$ cat config.mk
export PLATFORM = sky130hd
export DESIGN_NAME = sfc_top
export DESIGN_NICKNAME = d
export VERILOG_FILES = /design/src/rtl/sfc_pkg.sv /design/src/rtl/sfc_top.sv
export SDC_FILE = /design/constraint.sdc
export NUM_CORES = 1
export LEC_CHECK = 0
export CAP_MARGIN = 10
export CORE_MARGIN = 2
export CORE_UTILIZATION = 60
export DETAILED_ROUTE_END_ITERATION = 10
export DONT_BUFFER_PORTS = 1
export PLACE_DENSITY = 0.76
export SETUP_SLACK_MARGIN = 0.1
export SLEW_MARGIN = 0
export SYNTH_ARGS = -nofsm -noshare
export SYNTH_HDL_FRONTEND = slang
export SYNTH_SLANG_ARGS = --single-unit
$ cat constraint.sdc
create_clock -name clk_i -period 8.15 [get_ports clk_i]
set_input_delay 0.815 -clock clk_i [delete_from_list [all_inputs] [get_ports clk_i]]
set_output_delay 0.815 -clock clk_i [all_outputs]
set_load 0.03 [all_outputs]
$ cat src/rtl/sfc_pkg.sv
// Purpose: shared constants and types for the serial flash command front end
// Assumes: 256 KB array, 18-bit internal byte address
// Notes: opcodes, field positions, address masks and pin indices
`default_nettype none
package sfc_pkg;
  localparam int ADDR_W = 18;
  // opcodes
  localparam logic [7:0] CMD_ARRAY_READ = 8'h03;
  localparam logic [7:0] CMD_FAST_ARRAY_READ = 8'h0B;
  localparam logic [7:0] CMD_DUAL_OUTPUT_READ = 8'h3B;
  localparam logic [7:0] CMD_DUAL_IO_READ = 8'hBB;
  localparam logic [7:0] CMD_PAGE_ERASE = 8'h81;
  localparam logic [7:0] CMD_SECTOR_ERASE = 8'h20;
  localparam logic [7:0] CMD_HALF_BLOCK_ERASE = 8'h52;
  localparam logic [7:0] CMD_FULL_BLOCK_ERASE = 8'hD8;
  localparam logic [7:0] CMD_CHIP_ERASE_A = 8'h60;
  localparam logic [7:0] CMD_CHIP_ERASE_B = 8'hC7;
  localparam logic [7:0] CMD_PAGE_WRITE = 8'h02;
  localparam logic [7:0] CMD_SET_WRITE_LATCH = 8'h06;
  localparam logic [7:0] CMD_CLEAR_WRITE_LATCH = 8'h04;
  localparam logic [7:0] CMD_VOLATILE_SR_ENABLE = 8'h50;
  localparam logic [7:0] CMD_STATUS_READ = 8'h05;
  localparam logic [7:0] CMD_CONFIG_READ = 8'h15;
  localparam logic [7:0] CMD_STATUS_WRITE = 8'h01;
  localparam logic [7:0] CMD_CONFIG_WRITE = 8'h11;
  localparam logic [7:0] CMD_ID_READ = 8'h9F;
  localparam logic [7:0] CMD_MAKER_DEVICE_READ = 8'h90;
  localparam logic [7:0] CMD_DEEP_SLEEP = 8'hB9;
  localparam logic [7:0] CMD_WAKE_AND_ID = 8'hAB;
  localparam logic [7:0] CMD_RESET_ARM = 8'h66;
  localparam logic [7:0] CMD_RESET_GO = 8'h99;
  // array organisation masks
  localparam logic [ADDR_W-1:0] ARR_TOP = 18'h3_FFFF;
  localparam logic [ADDR_W-1:0] TOP_SECT_BASE = 18'h3_F000;
  localparam logic [ADDR_W-1:0] PAGE_MASK = 18'h0_00FF;
  localparam logic [ADDR_W-1:0] SECT_MASK = 18'h0_0FFF;
  localparam logic [ADDR_W-1:0] MASK_8K = 18'h0_1FFF;
  localparam logic [ADDR_W-1:0] MASK_16K = 18'h0_3FFF;
  localparam logic [ADDR_W-1:0] HALF_MASK = 18'h0_7FFF;
  localparam logic [ADDR_W-1:0] FULL_MASK = 18'h0_FFFF;
  localparam logic [ADDR_W-1:0] MASK_128K = 18'h1_FFFF;
  // register fields
  localparam int CR_DC_BIT = 7;
  localparam int SR_SRP_BIT = 7;
  localparam int SR_BP_LO = 2;
  // framing counts
  localparam logic [1:0] ADDR_BYTES_LAST = 2'h2;
  localparam logic [1:0] BYTES_SAT = 2'h2;
  localparam logic [3:0] DMY_CLK_SINGLE = 4'h8;
  localparam logic [3:0] DMY_CLK_DUAL_DC0 = 4'h4;
  localparam logic [3:0] DMY_CLK_DUAL_DC1 = 4'h8;
  localparam logic [2:0] OUT_FALLS_SINGLE = 3'h7;
  localparam logic [2:0] OUT_FALLS_DUAL = 3'h3;
  localparam logic [7:0] IDLE_BYTE = 8'hFF;
  // synchronised pin vector
  localparam int PIN_CS = 0;
  localparam int PIN_CK = 1;
  localparam int PIN_LO = 2;
  localparam int PIN_HI = 3;
  localparam int PIN_WP = 4;
  localparam int PIN_N = 5;

  typedef enum logic [2:0] {
    ST_IDLE = 3'b000, ST_ADDR = 3'b001, ST_DUMMY = 3'b010,
    ST_DIN = 3'b011, ST_DOUT = 3'b100, ST_STBY = 3'b101
  } sfc_state_t;

  typedef enum logic [2:0] {
    OP_NONE = 3'b000, OP_PAGE_ERASE = 3'b001, OP_SECT_ERASE = 3'b010, OP_HALF_ERASE = 3'b011,
    OP_FULL_ERASE = 3'b100, OP_CHIP_ERASE = 3'b101, OP_PROG = 3'b110, OP_REG_WRITE = 3'b111
  } sfc_op_kind_t;

  typedef struct packed {
    sfc_op_kind_t kind;
    logic [ADDR_W-1:0] addr;
  } sfc_op_t;
endpackage
`default_nettype wire

$ cat src/rtl/sfc_top.sv
// Purpose: serial flash command front end, device side, plus read-data fifo
// Assumes: clk_i 100 MHz, link pins asynchronous
// Notes: the array sits outside; reads and operations are requested
//
// Notes on behaviour
// erase or program on a protected range is dropped
// array is 4 KB sectors in 32/64 KB blocks, top sector 03F000H-03FFFFH
// bad opcode: standby until next select, outputs off
// good opcode: active until deselect
// inputs on clock rise, outputs on clock fall
// clock idles low or high, same edges
// reads may end after any bit, drivers released
// latch, register, erase, program, sleep, reset need byte-exact end
// while busy, array access is ignored
// dual reads make both data pins two-way
// 03h no dummy, 0Bh one dummy byte, both stream until deselect
// 3Bh, BBh: address, dummy, then two-line stream
// 81h, 20h, 52h erase with exactly three address bytes
// D8h erases 64 KB with address, 60h or C7h erase whole chip
// 06h sets write latch, 04h clears it, opcode only
// 50h lets next status write change the volatile copy
// 05h returns status, 15h configuration
// 01h writes status byte, 11h writes configuration byte
// 9Fh returns maker byte then two device bytes
// B9h sleeps, ABh with address wakes and returns id
// 90h with address repeats maker and device bytes
// host should poll status before commands
// latch clear refuses status write, program, erase
// busy bit is one while an operation runs
// dual output: high line odd bits, low line even, top pair first
`default_nettype none

module sfc_fifo #(
  parameter int WIDTH = 8,
  parameter int DEPTH = 16
) (
  input wire logic clk_i, // core clock
  input wire logic rst_n_i, // async reset, low
  input wire logic flush_i, // drop all entries
  input wire logic in_valid_i, // write side valid
  input wire logic [WIDTH-1:0] in_data_i, // write data
  output logic in_ready_o, // not full
  output logic out_valid_o, // not empty
  output logic [WIDTH-1:0] out_data_o, // head entry
  input wire logic out_ready_i // pop head
);
  localparam int AW = $clog2(DEPTH);

  typedef struct packed {
    logic [DEPTH-1:0][WIDTH-1:0] mem;
    logic [AW-1:0] wp;
    logic [AW-1:0] rp;
    logic [AW:0] cnt;
    logic rdy;
    logic vld;
  } sfc_fifo_state_t;

  sfc_fifo_state_t q, d;
  logic push, pop;

  // flush beats push and pop
  always_comb begin
    d = q;
    push = in_valid_i & q.rdy & ~flush_i;
    pop = out_ready_i & q.vld & ~flush_i;
    if (push) begin
      d.mem[q.wp] = in_data_i;
      d.wp = q.wp + 1'b1;
    end
    if (pop) begin
      d.rp = q.rp + 1'b1;
    end
    if (push & ~pop) begin
      d.cnt = q.cnt + 1'b1;
    end else if (pop & ~push) begin
      d.cnt = q.cnt - 1'b1;
    end
    if (flush_i) begin
      d.wp = '0;
      d.rp = '0;
      d.cnt = '0;
    end
    d.rdy = d.cnt != (AW + 1)'(DEPTH);
    d.vld = d.cnt != '0;
  end

  always_ff @(posedge clk_i or negedge rst_n_i) begin
    if (!rst_n_i) begin
      q <= '{mem: '0, wp: '0, rp: '0, cnt: '0, rdy: 1'b1, vld: 1'b0};
    end else begin
      q <= d;
    end
  end

  assign in_ready_o = q.rdy;
  assign out_valid_o = q.vld;
  assign out_data_o = q.mem[q.rp];
endmodule // sfc_fifo

module sfc_top
  import sfc_pkg::*;
#(
  parameter logic [7:0] MAKER_ID = 8'hA5, // arbitrary value
  parameter logic [7:0] DEVICE_ID_HI = 8'h5A, // arbitrary value
  parameter logic [7:0] DEVICE_ID_LO = 8'h3C, // arbitrary value
  parameter logic [7:0] ELECTRONIC_ID = 8'hC3 // arbitrary value
) (
  input wire logic clk_i, // core clock
  input wire logic rst_n_i, // async reset, low
  input wire logic cs_n_i, // chip select pin, low
  input wire logic sclk_i, // serial clock pin
  input wire logic wp_n_i, // write protect pin, low
  input wire logic dual_line_low_i, // data in / line 0 in
  output logic dual_line_low_o, // line 0 out
  output logic dual_line_low_oe_o, // line 0 drive enable
  input wire logic dual_line_high_i, // line 1 in
  output logic dual_line_high_o, // data out / line 1 out
  output logic dual_line_high_oe_o, // line 1 drive enable
  input wire logic arr_valid_i, // array read byte valid
  input wire logic [7:0] arr_data_i, // array read byte
  output logic arr_ready_o, // fifo can take a byte
  output logic rd_go_o, // start array read stream
  output logic [ADDR_W-1:0] rd_addr_o, // read start address
  output logic rd_stop_o, // end array read stream
  output logic prog_wr_o, // program data byte strobe
  output logic [7:0] prog_data_o, // program data byte
  output logic op_go_o, // start array operation
  output sfc_op_t op_o, // operation kind and address
  input wire logic op_done_i, // operation finished
  output logic busy_flag_o, // operation running
  output logic write_enable_latch_o, // write latch state
  output logic active_o, // valid command in progress
  output logic sleep_o // deep power-down
);
  typedef struct packed {
    logic [PIN_N-1:0] s1;
    logic [PIN_N-1:0] s2;
    logic [PIN_N-1:0] s3;
    logic [PIN_N-1:0] lvl;
    sfc_state_t st;
    logic [7:0] cmd;
    logic [7:0] sh;
    logic [2:0] bitn;
    logic [1:0] acnt;
    logic [1:0] nbytes;
    logic [23:0] addr;
    logic [3:0] dmy;
    logic dual_in;
    logic dual_out;
    logic [7:0] obuf;
    logic [2:0] ocnt;
    logic [1:0] oidx;
    logic [7:0] wdat;
    logic srp;
    logic [4:0] bp;
    logic write_enable_latch;
    logic busy;
    logic dc;
    logic vol_en;
    logic sleep;
    logic rst_arm;
    logic act;
    logic lo_o;
    logic lo_oe;
    logic hi_o;
    logic hi_oe;
    logic rd_go;
    logic [ADDR_W-1:0] raddr;
    logic rd_stop;
    logic prog_wr;
    logic [7:0] pdat;
    logic op_go;
    sfc_op_t op;
    logic pop;
    logic flush;
  } sfc_top_state_t;

  sfc_top_state_t q, d;
  logic [PIN_N-1:0] pins, stab;
  logic f_vld;
  logic [7:0] f_dat;

  assign pins = {wp_n_i, dual_line_high_i, dual_line_low_i, sclk_i, cs_n_i};

  // level counts once stages two and three agree
  for (genvar i = 0; i < PIN_N; i++) begin : g_stab
    assign stab[i] = (q.s2[i] == q.s3[i]) ? q.s2[i] : q.lvl[i];
  end

  sfc_fifo #(.WIDTH(8), .DEPTH(16)) u_fifo (
    .clk_i(clk_i),
    .rst_n_i(rst_n_i),
    .flush_i(q.flush),
    .in_valid_i(arr_valid_i),
    .in_data_i(arr_data_i),
    .in_ready_o(arr_ready_o),
    .out_valid_o(f_vld),
    .out_data_o(f_dat),
    .out_ready_i(q.pop)
  );

  // command engine on stable pin levels
  always_comb begin
    logic ck_rise, ck_fall, cs_rise, cs_fall, cs_low;
    logic [7:0] b, nb;
    logic [2:0] step;
    logic byte_done, len_ok, need0, need1, wr_ok, pnone, hit, sr_unlk;
    logic [ADDR_W-1:0] pm, plo, phi, om, a, ostart, oend;
    logic [23:0] addr_nx;
    sfc_op_kind_t kind;
    ck_rise = stab[PIN_CK] & ~q.lvl[PIN_CK];
    ck_fall = ~stab[PIN_CK] & q.lvl[PIN_CK];
    cs_rise = stab[PIN_CS] & ~q.lvl[PIN_CS];
    cs_fall = ~stab[PIN_CS] & q.lvl[PIN_CS];
    cs_low = ~stab[PIN_CS];
    step = q.dual_in ? 3'h2 : 3'h1;
    b = q.dual_in ? {q.sh[5:0], stab[PIN_HI], stab[PIN_LO]} : {q.sh[6:0], stab[PIN_LO]};
    byte_done = (q.bitn + step) == 3'h0;
    addr_nx = {q.addr[15:0], b};
    len_ok = (q.st == ST_DIN) && (q.bitn == 3'h0);
    need0 = q.nbytes == 2'h0;
    need1 = q.nbytes == 2'h1;
    wr_ok = q.write_enable_latch & ~q.busy;
    sr_unlk = ~q.srp | stab[PIN_WP];
    // protected range
    pnone = 1'b0;
    pm = ARR_TOP;
    if (!q.bp[4]) begin
      case (q.bp[1:0])
        2'h0: pnone = 1'b1;
        2'h1: pm = FULL_MASK;
        2'h2: pm = MASK_128K;
        default: pm = ARR_TOP;
      endcase
    end else begin
      case (q.bp[2:0])
        3'h0: pnone = 1'b1;
        3'h1: pm = SECT_MASK;
        3'h2: pm = MASK_8K;
        3'h3: pm = MASK_16K;
        3'h7: pm = ARR_TOP;
        default: pm = HALF_MASK;
      endcase
    end
    plo = q.bp[3] ? '0 : ARR_TOP - pm;
    phi = q.bp[3] ? pm : ARR_TOP;
    if (!q.bp[3] && pm == SECT_MASK) begin
      plo = TOP_SECT_BASE;
    end
    // operation span, unit aligned
    case (q.cmd)
      CMD_PAGE_ERASE, CMD_PAGE_WRITE: om = PAGE_MASK;
      CMD_SECTOR_ERASE: om = SECT_MASK;
      CMD_HALF_BLOCK_ERASE: om = HALF_MASK;
      CMD_FULL_BLOCK_ERASE: om = FULL_MASK;
      default: om = ARR_TOP;
    endcase
    a = q.addr[ADDR_W-1:0];
    ostart = a & ~om;
    oend = a | om;
    hit = ~pnone & (ostart <= phi) & (oend >= plo);
    case (q.cmd)
      CMD_PAGE_ERASE: kind = OP_PAGE_ERASE;
      CMD_SECTOR_ERASE: kind = OP_SECT_ERASE;
      CMD_HALF_BLOCK_ERASE: kind = OP_HALF_ERASE;
      CMD_FULL_BLOCK_ERASE: kind = OP_FULL_ERASE;
      CMD_PAGE_WRITE: kind = OP_PROG;
      default: kind = OP_CHIP_ERASE;
    endcase
    // byte to send next
    case (q.cmd)
      CMD_STATUS_READ: nb = {q.srp, q.bp, q.write_enable_latch, q.busy};
      CMD_CONFIG_READ: nb = {q.dc, 7'h00};
      CMD_ID_READ: nb = (q.oidx == 2'h0) ? MAKER_ID : (q.oidx == 2'h1) ? DEVICE_ID_HI : DEVICE_ID_LO;
      CMD_MAKER_DEVICE_READ: nb = q.oidx[0] ? DEVICE_ID_LO : MAKER_ID;
      CMD_WAKE_AND_ID: nb = ELECTRONIC_ID;
      default: nb = f_vld ? f_dat : IDLE_BYTE;
    endcase

    d = q;
    d.rd_go = 1'b0;
    d.rd_stop = 1'b0;
    d.prog_wr = 1'b0;
    d.op_go = 1'b0;
    d.pop = 1'b0;
    d.flush = 1'b0;
    d.s1 = pins;
    d.s2 = q.s1;
    d.s3 = q.s2;
    d.lvl = stab;
    if (op_done_i) begin
      d.busy = 1'b0;
      d.write_enable_latch = 1'b0;
    end
    if (cs_rise) begin
      // deselect ends all, pins released
      d.st = ST_IDLE;
      d.lo_oe = 1'b0;
      d.hi_oe = 1'b0;
      d.rd_stop = 1'b1;
      d.flush = 1'b1;
      d.rst_arm = 1'b0;
      if (q.cmd == CMD_WAKE_AND_ID && q.st == ST_DOUT) begin
        d.sleep = 1'b0;
      end
      if (len_ok) begin
        case (q.cmd)
          CMD_SET_WRITE_LATCH: if (need0) d.write_enable_latch = 1'b1;
          CMD_CLEAR_WRITE_LATCH: if (need0) d.write_enable_latch = 1'b0;
          CMD_VOLATILE_SR_ENABLE: if (need0) d.vol_en = 1'b1;
          CMD_DEEP_SLEEP: if (need0) d.sleep = 1'b1;
          CMD_RESET_ARM: if (need0) d.rst_arm = 1'b1;
          CMD_RESET_GO: begin
            if (need0 && q.rst_arm && !q.busy) begin
              d.write_enable_latch = 1'b0;
              d.vol_en = 1'b0;
            end
          end
          CMD_STATUS_WRITE: begin
            d.vol_en = 1'b0;
            if (need1 && q.vol_en && !q.busy) begin
              {d.srp, d.bp} = q.wdat[SR_SRP_BIT:SR_BP_LO];
            end else if (need1 && wr_ok && sr_unlk) begin
              {d.srp, d.bp} = q.wdat[SR_SRP_BIT:SR_BP_LO];
              d.op_go = 1'b1;
              d.op = '{kind: OP_REG_WRITE, addr: '0};
              d.busy = 1'b1;
            end
          end
          CMD_CONFIG_WRITE: begin
            if (need1 && wr_ok) begin
              d.dc = q.wdat[CR_DC_BIT];
              d.op_go = 1'b1;
              d.op = '{kind: OP_REG_WRITE, addr: '0};
              d.busy = 1'b1;
            end
          end
          CMD_PAGE_ERASE, CMD_SECTOR_ERASE, CMD_HALF_BLOCK_ERASE, CMD_FULL_BLOCK_ERASE,
          CMD_CHIP_ERASE_A, CMD_CHIP_ERASE_B, CMD_PAGE_WRITE: begin

            if (((q.cmd == CMD_PAGE_WRITE) ? !need0 : need0) && wr_ok && !hit) begin
              d.op_go = 1'b1;
              d.op = '{kind: kind, addr: ostart};
              d.busy = 1'b1;
            end
          end
          default: ;
        endcase
      end
    end else if (cs_fall) begin
      d.st = ST_IDLE;
      d.bitn = 3'h0;
      d.nbytes = 2'h0;
      d.acnt = 2'h0;
      d.ocnt = 3'h0;
      d.oidx = 2'h0;
      d.dual_in = 1'b0;
      d.dual_out = 1'b0;
    end else if (cs_low && ck_rise) begin
      d.sh = b;
      d.bitn = q.bitn + step;
      case (q.st)
        ST_IDLE: begin
          if (byte_done) begin
            d.cmd = b;
            if (q.sleep && b != CMD_WAKE_AND_ID) begin
              d.st = ST_STBY;
            end else begin
              case (b)
                CMD_ARRAY_READ, CMD_FAST_ARRAY_READ, CMD_DUAL_OUTPUT_READ, CMD_DUAL_IO_READ: begin
                  d.st = q.busy ? ST_STBY : ST_ADDR;
                  d.dual_in = b == CMD_DUAL_IO_READ;
                end
                CMD_PAGE_ERASE, CMD_SECTOR_ERASE, CMD_HALF_BLOCK_ERASE, CMD_FULL_BLOCK_ERASE,
                CMD_PAGE_WRITE, CMD_MAKER_DEVICE_READ, CMD_WAKE_AND_ID: d.st = ST_ADDR;
                CMD_SET_WRITE_LATCH, CMD_CLEAR_WRITE_LATCH, CMD_VOLATILE_SR_ENABLE, CMD_CHIP_ERASE_A,
                CMD_CHIP_ERASE_B, CMD_STATUS_WRITE, CMD_CONFIG_WRITE, CMD_DEEP_SLEEP, CMD_RESET_ARM,
                CMD_RESET_GO: d.st = ST_DIN;
                CMD_STATUS_READ, CMD_CONFIG_READ, CMD_ID_READ: d.st = ST_DOUT;
                default: d.st = ST_STBY;
              endcase
            end
          end
        end
        ST_ADDR: begin
          if (byte_done) begin
            d.addr = addr_nx;
            d.acnt = q.acnt + 2'h1;
            if (q.acnt == ADDR_BYTES_LAST) begin
              d.raddr = addr_nx[ADDR_W-1:0];
              case (q.cmd)
                CMD_ARRAY_READ: begin
                  d.st = ST_DOUT;
                  d.rd_go = 1'b1;
                  d.flush = 1'b1;
                end
                CMD_FAST_ARRAY_READ, CMD_DUAL_OUTPUT_READ: begin
                  d.st = ST_DUMMY;
                  d.dmy = DMY_CLK_SINGLE;
                  d.dual_out = q.cmd == CMD_DUAL_OUTPUT_READ;
                  d.rd_go = 1'b1;
                  d.flush = 1'b1;
                end
                CMD_DUAL_IO_READ: begin
                  d.st = ST_DUMMY;
                  d.dmy = q.dc ? DMY_CLK_DUAL_DC1 : DMY_CLK_DUAL_DC0;
                  d.dual_in = 1'b0;
                  d.dual_out = 1'b1;
                  d.rd_go = 1'b1;
                  d.flush = 1'b1;
                end
                CMD_MAKER_DEVICE_READ, CMD_WAKE_AND_ID: d.st = ST_DOUT;
                default: d.st = ST_DIN;
              endcase
            end
          end
        end
        ST_DUMMY: begin
          d.dmy = q.dmy - 4'h1;
          if (q.dmy == 4'h1) begin
            d.st = ST_DOUT;
          end
        end
        ST_DIN: begin
          if (byte_done) begin
            d.nbytes = (q.nbytes == BYTES_SAT) ? q.nbytes : q.nbytes + 2'h1;
            d.wdat = b;
            if (q.cmd == CMD_PAGE_WRITE && wr_ok) begin
              d.prog_wr = 1'b1;
              d.pdat = b;
            end
          end
        end
        default: ;
      endcase
    end else if (cs_low && ck_fall && q.st == ST_DOUT) begin
      // bits leave on the fall; odd bits on high line
      if (q.ocnt == 3'h0) begin
        d.hi_o = nb[7];
        d.lo_o = nb[6];
        d.obuf = q.dual_out ? (nb << 2) : (nb << 1);
        d.ocnt = q.dual_out ? OUT_FALLS_DUAL : OUT_FALLS_SINGLE;
        d.hi_oe = 1'b1;
        d.lo_oe = q.dual_out;
        d.oidx = (q.cmd == CMD_ID_READ && q.oidx == 2'h2) ? 2'h0 : q.oidx + 2'h1;
        d.pop = f_vld && (q.cmd == CMD_ARRAY_READ || q.cmd == CMD_FAST_ARRAY_READ ||
                          q.cmd == CMD_DUAL_OUTPUT_READ || q.cmd == CMD_DUAL_IO_READ);
      end else begin
        d.hi_o = q.obuf[7];
        d.lo_o = q.obuf[6];
        d.obuf = q.dual_out ? (q.obuf << 2) : (q.obuf << 1);
        d.ocnt = q.ocnt - 3'h1;
      end
    end
    d.act = cs_low && d.st != ST_STBY && d.st != ST_IDLE;
  end

  // cs starts high so reset is no select
  always_ff @(posedge clk_i or negedge rst_n_i) begin
    if (!rst_n_i) begin
      q <= '0;
      q.s1 <= 5'h1_F;
      q.s2 <= 5'h1_F;
      q.s3 <= 5'h1_F;
      q.lvl <= 5'h1_F;
    end else begin
      q <= d;
    end
  end

  assign dual_line_low_o = q.lo_o;
  assign dual_line_low_oe_o = q.lo_oe;
  assign dual_line_high_o = q.hi_o;
  assign dual_line_high_oe_o = q.hi_oe;
  assign rd_go_o = q.rd_go;
  assign rd_addr_o = q.raddr;
  assign rd_stop_o = q.rd_stop;
  assign prog_wr_o = q.prog_wr;
  assign prog_data_o = q.pdat;
  assign op_go_o = q.op_go;
  assign op_o = q.op;
  assign busy_flag_o = q.busy;
  assign write_enable_latch_o = q.write_enable_latch;
  assign active_o = q.act;
  assign sleep_o = q.sleep;
endmodule // sfc_top
`default_nettype wire

==> results.md <==
* Leak Pwr at 0.00703 uW
* Sequential share of the synthesized area at 0.492
* Syn. warnings at 0
* Overall Global Routing Usage at 0.253
* Chip width at 162 um
* TritonCTS clock tree: done
* CTS max path bufs at 3
* Avg Cell Area, Syn at 11.3 um^2
* Worst VDD drop at 0.247 mV
* Synth top cells by count: 271 x dfrtp_1, 154 x mux2_2, 106 x nor2_1, 97 x nand2_1, 62 x a21oi_1
* Post-synth EDFFs at 0
* Endpoints failing setup at 0
* Crit path max-delay family: compound AO/OA/AOI/OAI gates
* Synth Flop Type: dfrtp_1
* Worst EP arrival at 5330 ps
* Slew headroom at 0.199
* IO Count at 77
* Pwr/cell area at 279 nW/um^2
* Die area at 26,100 um^2
* Diodes inserted at 0
* Number of synthesized register bits at 292
* Post-Synthesis Cell Area at 14,900 um^2
* R2R Setup Slk at between 3000 and 4000 ps
* Multi-input gate area at 6810 um^2
* Die height at 162 um
* Routability cong. at 0.905
* Clock Skew at 18.9 ps
* Area leader, netlist: dfrtp_1
* Worst Max-Slew Pin Slew at around 1200 ps
* Drt pass-1 iters at 5
* Worst-path maximum fanout at 17
* Initial Utilization at 0.611
* Total power at 4430 uW
* Final Critical Period at approximately 4800 ps
* Remaining antenna violation count at 0
* Vias in the first global route at 9,951
* Mapped Cells at 1,317
* Setup_tns at 0 ps
* Total clock sinks at between 200 and 300
* Clock Latency Late Sink at 580 ps
* CP peak stage delay at 910 ps
* Fmax at 0.207 GHz
* Fill cell count at 1,859
* CP max-delay cell: o21ai_1
* 1st-iter DRT viols at 842
* Post-synth ARST share at 1.00
* Core area at 24,400 um^2
* Clock transition at path regs at 70 ps
* Max-cap check violation count at 0
* Final WL at 32,400 um
* Clock root cell: clkbuf_16
* H-tree depth at 1
* Post_cts resized at 0
* Initial antenna violation count at 0
* Hold crit path type: primary input to async pin
* DP HPWL at 21,900 um
* CTS buffer count at 31
* Dominant cells by area after synthesis: dfrtp_1 45%, mux2_2 12%, mux4_2 6.0%
* Cell mode on critical path: or2_2
* Global-route wire length before repair at 53,200 um
* # rows at 57
* Final hold viol count at 0
* Register Area at 7330 um^2
* Vias/cell at 6.18
* Post-synth top area share at 0.455
* Critical path cell sequence: nor4_2, nand3_1, a21oi_1, or2_2, a41oi_1, or2_2, ha_1, nand4_1, nor2_1, a211oi_1, a2111oi_0, a2111oi_2, o21ai_1, inv_1, a31oi_1
* Routed length per placed instance at 20.3 um
* Synth-to-Final Area Change at 6.61%
* Largest net degree at the start of global routing at between 200 and 300
* Fin nets at 1,297
* Kind of critical path: register to register
* DRC at 0
* RSZ-0062 raised after global routing: false
* Worst Setup End Kind: register
* Grt ovf at 0
* Final Cycle Share at 0.593
* Slew Limit Fails at 0
* Synth cell types at 84
* Crit start category: register
* Crit path required time at 8640 ps
* Vias after detailed routing at approximately 9,900
* Most frequent cell after synthesis: dfrtp_1
* Number of buffers added on ports at 0
* Outcome: completed
* Share of layout cells above drive strength 1 at 0.241
* Buf+Inv Stages, Crit Path at 1
[area by class of cell]
class                      instances  area share
clock buffer                      42      0.0539
clock inverter                    16      0.0152
inverter                          37     0.00874
multi-input combinational        876       0.428
sequential                       292       0.462
tap                              324      0.0255
timing repair buffer               9     0.00677
[worst paths after layout]
path | start | end | cells past startpoint
max | q[136] | op_o[20] | 15
min | rst_n_i | d[154] | 0
max reg2reg | q[136] | op_o[20] | 15
min reg2reg | d[159] | d[154] | 0
max in group asynchronous | rst_n_i | q[89] | 2
min in group clk_i | dual_line_high_i | d[160] | 0
[state kept, by name (all words and copies together) (netlist names)]
signal,cells
active_o,1
busy_flag_o,1
d,10
dual_line_high_o,1
dual_line_high_oe_o,1
dual_line_low_o,1
dual_line_low_oe_o,1
op_go_o,1
op_o,13
prog_data_o,8
prog_wr_o,1
q,88
rd_addr_o,18
rd_go_o,1
rd_stop_o,1
sleep_o,1
u_fifo.in_ready_o,1
u_fifo.out_valid_o,1
u_fifo.q,141
write_enable_latch_o,1
[worst register-to-register path, cell delays in order, from the launching register on]
cell and delay (ps):
dfrtp_1 520, nor4_2 620, nand3_1 160, a21oi_1 260, or2_2 190, a41oi_1 100
or2_2 380, ha_1 320, nand4_1 100, nor2_1 110, a211oi_1 60, a2111oi_0 500
a2111oi_2 160, o21ai_1 910, inv_1 160, a31oi_1 200
[metrics by stage]
step / area [um^2] / instances / utilization / hold WS [ps] / setup slack (ps)
2_1_floorplan: 14900 / 1324 / - / 345 / 4420
3_3_place_gp: 14700 / 1535 / 0.604 / 346 / 3560
3_5_place_dp: 14700 / 1535 / 0.604 / 347 / 3340
4_1_cts: 15900 / 1594 / 0.650 / 69.8 / 3330
5_1_grt: 15900 / 1596 / 0.652 / 66.8 / 2640
6_report: 15900 / 1596 / 0.652 / 83.3 / 3320
[cells by family (layout without fill, tap and decap cells)]
| logic type | Yosys count | in the layout | synth area share |
|---|---|---|---|
| AOI/OAI and AO/OA | 232 | 232 | 0.0990 |
| other | 1 | 8 | 0.000252 |
| adders and majority gates | 36 | 36 | 0.0303 |
| buffers and inverters | 156 | 104 | 0.0532 |
| xor gates and xnor gates | 12 | 12 | 0.00705 |
| and+or+nand+nor | 379 | 379 | 0.130 |
| DFF | 292 | 292 | 0.492 |
| muxes | 209 | 209 | 0.188 |
[report_power, final]
group / internal [uW] / switching (uW) / total (uW) / leakage [uW]
Combinational: 481 / 520 / 1000 / 0.00262
Sequential: 1710 / 229 / 1930 / 0.00388
Clock: 902 / 589 / 1490 / 0.000530
[cells in the final DEF, fill, tap and decap left out, types with 6 or more instances in the layout]
master     instances
o21ai_1           13
a21oi_1           62
o21ai_0           52
mux2_2           154
dfstp_2           21
nor4b_1            6
ha_1              32
nor2_1           106
xor2_1             6
buf_4              6
a31oi_1           15
a211oi_1          10
dfrtp_1          270
nand2b_1          16
nor3b_1           11
nand4_1           15
mux4_2            40
nor2b_1           19
nand2_1           97
nand3_1           23
and2_1            12
a22o_1            11
or2_2             11
xnor2_1            6
clkbuf_16         31
clkbuf_1           7
mux2i_1            8
a21o_1             9
nor4_1             8
conb_1             8
inv_1             36
nor3_1            14
nand3b_1           7
[repair_timing]
| item | CTS | global route |
|---|---|---|
| hold buffers | 1 | 0 |
| setup endpoints to repair | 0 | 0 |
| setup buffers | 0 | 0 |
| endpoints found under the hold margin | 271 | 0 |
[routing by layer]
metal  GRT usage  vias to the layer above  wire (um)
met2       0.433                      266      16400
met4      0.0615                        0        677
met1       0.341                     4993      13700
met5           0                        -          0
met3      0.0416                       56       1590
li1            -                     4551          -
No activity file was read; power rests on OpenSTA's default activity.
